[config.mk]
export PLATFORM = sky130hd
export DESIGN_NAME = sicm_top
export DESIGN_NICKNAME = d
export VERILOG_FILES = /design/src/sicm_pkg.sv /design/src/sicm_sync.sv /design/src/sicm_top.sv
export SDC_FILE = /design/constraint.sdc
export NUM_CORES = 1
export LEC_CHECK = 0
export ABC_AREA = 1
export ABC_CLOCK_PERIOD_IN_PS = 1100
export BUFFER_PORTS_ARGS = -buffer_cell sky130_fd_sc_hd__buf_2
export CAP_MARGIN = 25
export CORE_MARGIN = 3
export CORE_UTILIZATION = 23
export CTS_CLUSTER_DIAMETER = 150
export CTS_CLUSTER_SIZE = 30
export DETAILED_ROUTE_END_ITERATION = 8
export GPL_TIMING_DRIVEN = 0
export SYNTH_ARGS = -nofsm -noshare
export SYNTH_HDL_FRONTEND = slang
export SYNTH_HIERARCHICAL = 1
export SYNTH_SLANG_ARGS = --single-unit
[constraint.sdc]
create_clock -name clk_sys -period 1.1 [get_ports clk_sys]
set_input_delay 0.11 -clock clk_sys [delete_from_list [all_inputs] [get_ports clk_sys]]
set_output_delay 0.11 -clock clk_sys [all_outputs]
set_load 0.05 [all_outputs]
[src/sicm_pkg.sv]
package sicm_pkg;

   // ---------------------------------------------------------------
   // channel and image layout
   // ---------------------------------------------------------------
   localparam int          SICM_NUM_CHAN      = 16;
   localparam int          SICM_SYNC_STAGES   = 2;
   localparam logic [7:0]  SICM_IMG_BYTE0_OFS = 8'h00;
   localparam logic [7:0]  SICM_IMG_BYTE1_OFS = 8'h01;
   localparam int          SICM_OUT_AREA_LEN  = 0;
   localparam logic [15:0] SICM_IMG_RST       = 16'h0000;
   localparam logic [7:0]  SICM_RD_UNMAPPED   = 8'h00;

   // ---------------------------------------------------------------
   // timing
   // ---------------------------------------------------------------
   localparam int SICM_CLK_HZ        = 100_000_000;
   localparam int SICM_BLINK_HZ      = 1;
   localparam int SICM_BLINK_HALF_CYC = SICM_CLK_HZ / (2 * SICM_BLINK_HZ);

   // module id, value is arbitrary
   localparam logic [31:0] SICM_MODULE_ID = 32'h0000_0a5a;

   // ---------------------------------------------------------------
   // status bar indicator modes
   // ---------------------------------------------------------------
   typedef enum logic [2:0] {
      SICM_LED_OFF    = 3'b001,
      SICM_LED_STEADY = 3'b010,
      SICM_LED_BLINK  = 3'b100
   } sicm_led_mode_t;

endpackage : sicm_pkg

[src/sicm_sync.sv]
`timescale 1ns/10ps
module sicm_sync
   import sicm_pkg::*;
#(
   parameter int WIDTH  = SICM_NUM_CHAN,
   parameter int STAGES = SICM_SYNC_STAGES
) (
   // clock and control
   input  wire logic             clk_sys,
   input  wire logic             reset,
   input  wire logic             ce,
   // data
   input  wire logic [WIDTH-1:0] async_in,
   output logic      [WIDTH-1:0] sync_out
);

   // ---------------------------------------------------------------
   // per bit shift chain
   // ---------------------------------------------------------------
   // first stage feeds only the second, never any logic
   genvar gi;
   generate
      for (gi = 0; gi < WIDTH; gi++) begin : g_bit
         logic [STAGES-1:0] chain_ff;
         always_ff @(posedge clk_sys) begin
            if (reset) begin
               chain_ff <= '0;
            end else if (ce) begin
               chain_ff <= {chain_ff[STAGES-2:0], async_in[gi]};
            end
         end
         assign sync_out[gi] = chain_ff[STAGES-1];
      end
   endgenerate

endmodule : sicm_sync

[src/sicm_top.sv]
// Notes on behaviour
// sixteen independent input channels reported to the controller
// channels 0-7 in image byte 0, 8-15 in byte 1, bit per channel
// image sits at base offset zero of the controller input area
// no output area bytes; controller output data is never accepted
// green status bar steady when backplane ok and module healthy
// red status bar steady while module reports an error; code blinks it instead when config_error is also set
// red status bar blinks at 1 Hz on configuration error
// green status bar blinks at 1 Hz on backplane failure
// channel green indicator lit while channel is at one
// channel green indicator dark while channel is at zero
// every channel passes two flip-flops before image or indicator
`timescale 1ns/10ps
module sicm_top
   import sicm_pkg::*;
#(
   parameter int NUM_CHAN       = SICM_NUM_CHAN,
   parameter int BLINK_HALF_CYC = SICM_BLINK_HALF_CYC
) (
   // clock and control
   input  wire logic                clk_sys,
   input  wire logic                reset,
   input  wire logic                ce,
   // field inputs, asynchronous
   input  wire logic [NUM_CHAN-1:0] binary_input_channel,
   // module health, from logic on clk_sys
   input  wire logic                bus_comm_ok,
   input  wire logic                module_error,
   input  wire logic                config_error,
   // input area read port
   input  wire logic                img_rd_en,
   input  wire logic [7:0]          img_rd_addr,
   output logic                     img_rd_valid_ff,
   output logic [7:0]               img_rd_data_ff,
   output logic                     img_rd_unmapped_ff,
   // parallel image
   output logic [NUM_CHAN-1:0]      input_process_image_ff,
   // indicators
   output logic [NUM_CHAN-1:0]      chan_led_green_ff,
   output logic                     bar_led_green_ff,
   output logic                     bar_led_red_ff
);

   // counter sized for the half period, 0.5 s by default
   localparam int CNT_W = $clog2(BLINK_HALF_CYC + 1);
   localparam logic [CNT_W-1:0] CNT_LAST = CNT_W'(BLINK_HALF_CYC - 1);

   // ---------------------------------------------------------------
   // input synchronisation
   // ---------------------------------------------------------------
   // pins move at any time against clk_sys, hence two stages
   logic [NUM_CHAN-1:0] chan_sync;

   sicm_sync #(
      .WIDTH  (NUM_CHAN),
      .STAGES (SICM_SYNC_STAGES)
   ) u_sync (
      .clk_sys  (clk_sys),
      .reset    (reset),
      .ce       (ce),
      .async_in (binary_input_channel),
      .sync_out (chan_sync)
   );

   // ---------------------------------------------------------------
   // input image and channel indicators
   // ---------------------------------------------------------------
   // image and indicators share the same synchronised sample
   always_ff @(posedge clk_sys) begin
      if (reset) begin
         input_process_image_ff <= NUM_CHAN'(SICM_IMG_RST);
      end else if (ce) begin
         input_process_image_ff <= chan_sync;
      end
   end

   always_ff @(posedge clk_sys) begin
      if (reset) begin
         chan_led_green_ff <= '0;
      end else if (ce) begin
         chan_led_green_ff <= chan_sync;
      end
   end

   // ---------------------------------------------------------------
   // input area read port
   // ---------------------------------------------------------------
   // only reads exist: the module owns no output area bytes
   // bytes are read apart, no snapshot: a change between reads can tear
   logic [15:0] img_word;
   logic [7:0]  nxt_rd_data;
   logic        nxt_rd_unmapped;

   assign img_word = 16'(input_process_image_ff);

   always_comb begin
      nxt_rd_data     = SICM_RD_UNMAPPED;
      nxt_rd_unmapped = 1'b0;
      case (img_rd_addr)
         SICM_IMG_BYTE0_OFS: nxt_rd_data = img_word[7:0];
         SICM_IMG_BYTE1_OFS: nxt_rd_data = img_word[15:8];
         default:            nxt_rd_unmapped = 1'b1;
      endcase
   end

   always_ff @(posedge clk_sys) begin
      if (reset) begin
         img_rd_valid_ff <= 1'b0;
      end else if (ce) begin
         img_rd_valid_ff <= img_rd_en;
      end
   end

   // data and flag hold until the next read is taken
   always_ff @(posedge clk_sys) begin
      if (reset) begin
         img_rd_data_ff <= 8'h00;
      end else if (ce && img_rd_en) begin
         img_rd_data_ff <= nxt_rd_data;
      end
   end

   always_ff @(posedge clk_sys) begin
      if (reset) begin
         img_rd_unmapped_ff <= 1'b0;
      end else if (ce && img_rd_en) begin
         img_rd_unmapped_ff <= nxt_rd_unmapped;
      end
   end

   // ---------------------------------------------------------------
   // 1 hz blink base
   // ---------------------------------------------------------------
   // one shared base keeps red and green blinking in step
   logic [CNT_W-1:0] blink_cnt_ff;
   logic             blink_phase_ff;
   logic             blink_wrap;

   assign blink_wrap = (blink_cnt_ff == CNT_LAST);

   always_ff @(posedge clk_sys) begin
      if (reset) begin
         blink_cnt_ff <= '0;
      end else if (ce) begin
         if (blink_wrap) begin
            blink_cnt_ff <= '0;
         end else begin
            blink_cnt_ff <= blink_cnt_ff + CNT_W'(1);
         end
      end
   end

   always_ff @(posedge clk_sys) begin
      if (reset) begin
         blink_phase_ff <= 1'b0;
      end else if (ce && blink_wrap) begin
         blink_phase_ff <= ~blink_phase_ff;
      end
   end

   // ---------------------------------------------------------------
   // status bar mode selection
   // ---------------------------------------------------------------
   // config error outranks plain module error on the red bar
   // any fault darkens green steady, only a bus failure blinks it
   sicm_led_mode_t red_mode;
   sicm_led_mode_t green_mode;

   always_comb begin
      if (config_error) begin
         red_mode = SICM_LED_BLINK;
      end else if (module_error) begin
         red_mode = SICM_LED_STEADY;
      end else begin
         red_mode = SICM_LED_OFF;
      end
   end

   always_comb begin
      if (!bus_comm_ok) begin
         green_mode = SICM_LED_BLINK;
      end else if (!module_error && !config_error) begin
         green_mode = SICM_LED_STEADY;
      end else begin
         green_mode = SICM_LED_OFF;
      end
   end

   function automatic logic led_level(input sicm_led_mode_t mode,
                                      input logic phase);
      case (mode)
         SICM_LED_OFF:    led_level = 1'b0;
         SICM_LED_STEADY: led_level = 1'b1;
         SICM_LED_BLINK:  led_level = phase;
         default:         led_level = 1'b0;
      endcase
   endfunction : led_level

   // ---------------------------------------------------------------
   // status bar drivers
   // ---------------------------------------------------------------
   logic nxt_bar_red;
   logic nxt_bar_green;

   assign nxt_bar_red   = led_level(red_mode, blink_phase_ff);
   assign nxt_bar_green = led_level(green_mode, blink_phase_ff);

   always_ff @(posedge clk_sys) begin
      if (reset) begin
         bar_led_red_ff <= 1'b0;
      end else if (ce) begin
         bar_led_red_ff <= nxt_bar_red;
      end
   end

   always_ff @(posedge clk_sys) begin
      if (reset) begin
         bar_led_green_ff <= 1'b0;
      end else if (ce) begin
         bar_led_green_ff <= nxt_bar_green;
      end
   end

endmodule : sicm_top

Word level (Yosys, flattened, before mapping)
Cells that the tools add are included.

word-level totals
  input bits = 31
  output and inout bits = 44
  flip-flop bits (word level) = 87
  logic and storage cells = 48

operators by class
  reductions and logical operators = 7
  mux-type cells = 9
  bitwise operators = 1
  add/sub/neg operators = 1
  equal/unequal tests = 6

operators with widths
  operator                                                          number
  26-bit by 1-bit adder with 26-bit output (second input constant)  1
  26-bit == test (second input constant)                            1
  26-bit two-way mux                                                1
  8-bit one-hot mux with 2 select lines                             1
  8-bit by 1-bit == test with 1-bit output (second input constant)  1
  8-bit logical NOT                                                 1
  3-bit by 2-bit == test with 1-bit output (second input constant)  2
  3-bit == test (second input constant)                             2
  3-bit two-way mux                                                 2
  2-bit two-way mux                                                 2
  1-bit one-hot mux with 2 select lines                             2
  1-bit logical AND                                                 3
  1-bit logical NOT                                                 2
  2-bit OR reduction                                                1
  1-bit two-way mux                                                 1
  1-bit NOT                                                         1

Longest topological paths before layout
  depth in word-level cells = 6
  depth in mapped cells = 9

By module
Netlist, hierarchy kept.

modules (own cells, without submodules)
  module     area an instance (µm²)  cells each  times used
  sicm_top   2844.0                  422         1
  sicm_sync  1595.3                  219         1

Worst setup path after synthesis
OpenSTA, ideal clock, no wires.

  kind = reg2reg
  start point = reg blink_cnt_ff[0]
  end point = reg blink_cnt_ff[7]
  slack = -0.152 ns
  buffers on the path = 0
  library setup time = 0.118 ns
  stages on the path, launching flop included = 9
  data arrival time = 1.134 ns
  path through = dfxtp_1 -> ha_1 -> inv_1 -> nor2_2 -> nand3_1 -> nor2_4 -> nor2_2 -> nand2_1 -> nor2_1

on the way
  longest elaborated chain between the ends = 2

RTL lines
  what                                                                        line                              source
  start, declared                                                             sicm_top.sv:135                   logic [CNT_W-1:0] blink_cnt_ff;
  start signal, assigned                                                      sicm_top.sv:148                   blink_cnt_ff <= blink_cnt_ff + CNT_W'(1);
  26-bit by 1-bit adder with 26-bit output or 26-bit == test (tied branches)  sicm_top.sv:148, sicm_top.sv:139
  26-bit two-way mux (*)                                                      sicm_top.sv:145                   if (blink_wrap) begin

Mark *: on every way between the ends. The rest lies on a longest branch, timed or not.
A chain may end at the register's enable or synchronous reset.

Final worst setup path
  start point = reg blink_cnt_ff[1]
  end point = reg blink_cnt_ff[22]

The elaborated chain is that of the path after synthesis.

==> summary.txt <==
Timing
  • Clk_skew: between 7 and 8 ps
  • Final setup margin: -186 ps
  • Count of final setup violators: 26
  • Final worst-path cycle share: 117%
  • Final min period: approximately 1300 ps
  • Relative slew slack: between 60 and 70%
  • Least-Margin Pin Slew: ~520 ps
  • Fmax: just under 800 MHz
  • Setup TNS Final: -3700 ps
  • Slew Limit Fails: 0
  • Worst hold slack: roughly 36 ps
  • Final-report hold violation count: 0
  • RSZ-0062 raised after global routing: yes

Floorplanning
  • Initial core utilization: between 20% and 30%
  • Site Rows: 50
  • Top Ports: 75
  • Die W: 145 µm
  • Core area: 18800 µm²
  • Die Ht: approximately 140 µm
  • Die Area: roughly 21000 µm²

Clock network
  • Clock slew at reported path FFs: 60 ps
  • Clk sinks: 87
  • CTS tree: done
  • Skew-Pair Late Insertion Delay: ~340 ps
  • Root buffer cell: clkbuf_16
  • CTS Buf Count: 9
  • CTS Buffer Depth: 2
  • H-tree Lvls: 3

Global routing
  • Largest net degree at the start of global routing: 16
  • Initial antenna violation count: 0
  • Tot GR Track Use: between 10% and 20%
  • First-pass GRT wire length: around 18000 µm
  • Vias in the first global route: about 3800
  • Total global routing overflow: 0

Synth
  • Share of the synthesized area in the top cell type: just under 40%
  • Ys Warns: 6
  • Post-synth top cells: nor2_1, nand2_1, dfxtp_1
  • Syn Nets: around 670
  • Mapped Area: between 4000 and 5000 µm²
  • Synth top area cells: dfxtp_1, nor2_1, nand2_1
  • Post-synthesis sequential element count: 87
  • Netlist cell types: 33
  • Most common cell in the synthesized netlist: nor2_1
  • Synth Flop Type: dfxtp_1
  • Post-synth EDFFs: 0
  • Area leader, netlist: dfxtp_1
  • Cells after Synth: around 640
  • FFs w/ async S/R, synth: 0%
  • Post-synthesis sequential area ratio: between 30% and 40%
  • Avg Inst Size Synth: 6.93 µm²

Worst setup path
  • Worst r2r path cells: 9
  • Critical path fanouts, max: 4
  • Crit-path cells: ha_4 -> inv_2 -> nor2_4 -> nand2_2 -> nor2_4 -> nand3_1 -> nand2_1 -> nand2_1 -> nor2_1
  • Critical Path RT: approximately 1400 ps
  • Critical path arrival: approximately 1600 ps
  • Crit path max-delay family: simple AND/OR/NAND/NOR gates
  • Startpoint types: flop
  • Crit path largest cell delay: 400 ps
  • WP depth: 9
  • Critical path class: reg -> reg
  • WP buf/inv: 1
  • CP endpoint kind: flop
  • CP max stage cell: dfxtp_4

Placed design
  • PortBufs: 74
  • Detailed Place HPWL: between 8000 and 9000 µm
  • GPL Wtd Cong: 0.851
  • DP Cell Count: 975
  • Area after DPL: roughly 5300 µm²

Run status
  • Status: complete, but fails checks
  • Failing checks: setup timing

Layout
  • Inserted Diodes: 0
  • Post-Layout Cell Count: 1002
  • Area Overhead vs Synth: 35.5%
  • Nets: 770
  • Final Cell Area: between 6000 and 7000 µm²
  • Share of cells above drive strength 1: 37.7%

Routing
  • Vias after detailed routing: between 3000 and 4000
  • Total Routed Length: 11000 µm
  • Via-to-Cell Ratio: between 3 and 4
  • Initial detailed-routing violation count: a little over 200
  • Wire per inst: approximately 11 µm
  • DRT Pass-1 Iters: 4
  • Antenna-violating nets left: 0
  • Drc violations: 0

Power and ir drop
  • Peak VDD IR: ~740 µV
  • Leakage: 2.67 nW
  • Cell Pwr Density: roughly 1300 nW/µm²
  • Total power draw: 7.81 mW

Min path
  • Hold Crit Class: in -> reg
  • Worst hold stages: 3

Flow run
  • Max-cap violations: 0
==> final cells by class <==
type | count | area [µm²]
buffer | 46 | 402
inverter | 68 | 259
sequential | 87 | 1840
clock inverter | 6 | 65.1
tap | 260 | 325
fill | 2036 | 12800
timing repair buffer | 92 | 723
clock buffer | 10 | 229
multi-input combinational | 433 | 2170
==> state kept, by name, summed over array words and instances (netlist names) <==
| name | flops |
|---|---|
| u_sync/g_bit.chain_ff | 32 |
| blink_cnt_ff | 26 |
| chan_led_green_ff | 16 |
| img_rd_data_ff | 8 |
| bar_led_green_ff | 1 |
| bar_led_red_ff | 1 |
| blink_phase_ff | 1 |
| img_rd_unmapped_ff | 1 |
| img_rd_valid_ff | 1 |
==> where the power goes <==
part	internal, mW	switching, mW	leakage (nW)
registers	3.27	0.123	0.738
logic	0.534	0.805	1.79
clock network	1.77	1.30	0.145
==> cell usage in the layout, fill, tap and decap left out, drive strengths merged, types with 3 or more instances in the layout <==
master and n:
a21oi 7, nor2 191, o21ai 20, nor3 8, clkinv 3, buf 121
inv 69, clkbuf 27, xor2 10, dfxtp 87, nand3 32, nand2 150
nand4 5
==> metal layers <==
layer / routed length (µm) / global-route usage (%) / vias to the layer above
li1: - / - / 2111
met1: 5100 / 12.8 / 1729
met2: 5190 / 17.8 / 72
met3: 537 / 3.09 / 20
met4: 220 / 3.75 / 0
met5: 0 / 0 / -
==> worst min-delay path: cells and delay by family <==
family | cells | cell delay [ps]
AO/OA/AOI/OAI | 1 | 60
buffers and inverters | 1 | 100
AND/OR/NAND/NOR | 1 | 60
==> cell families (layout without fill, tap and decap cells) <==
kind of cell | count (synthesis) | count (layout) | share of synthesized area, %
AND/OR/NAND/NOR | 388 | 388 | 38.8
buffers and inverters | 121 | 222 | 15.4
flip-flops | 87 | 87 | 39.2
AO/OA/AOI/OAI | 31 | 31 | 3.66
XOR/XNOR | 12 | 12 | 2.37
adder cells (fa/ha/maj) | 2 | 2 | 0.564
==> metrics by stage <==
| step | worst slack (ps) | util (%) |
|---|---|---|
| after floorplan | -64.5 | - |
| after global placement | -347 | 27.9 |
| after detailed placement | -359 | 27.9 |
| after CTS | -184 | 31.4 |
| after global routing | -283 | 31.9 |
| final | -186 | 31.9 |
==> path summary, 6_finish.rpt <==
path	from	end	slack, ps
max	blink_cnt_ff[1]	blink_cnt_ff[22]	-190
min	bus_comm_ok	bar_led_green_ff	40
max reg2reg	blink_cnt_ff[1]	blink_cnt_ff[22]	-190
min reg2reg	u_sync/g_bit[14].chain_ff[1]	u_sync/g_bit[14].chain_ff[1]	470
==> timing repair <==
| item | CTS | global route |
|---|---|---|
| setup buffers | 12 | 5 |
| gates resized for setup | 98 | 46 |
| gates cloned | 1 | 0 |
| endpoints found under the setup margin | 59 | 55 |
| hold buffers | 0 | 0 |
| pin swaps | 12 | 9 |
Note: power is estimated with default switching activity, not from simulation.
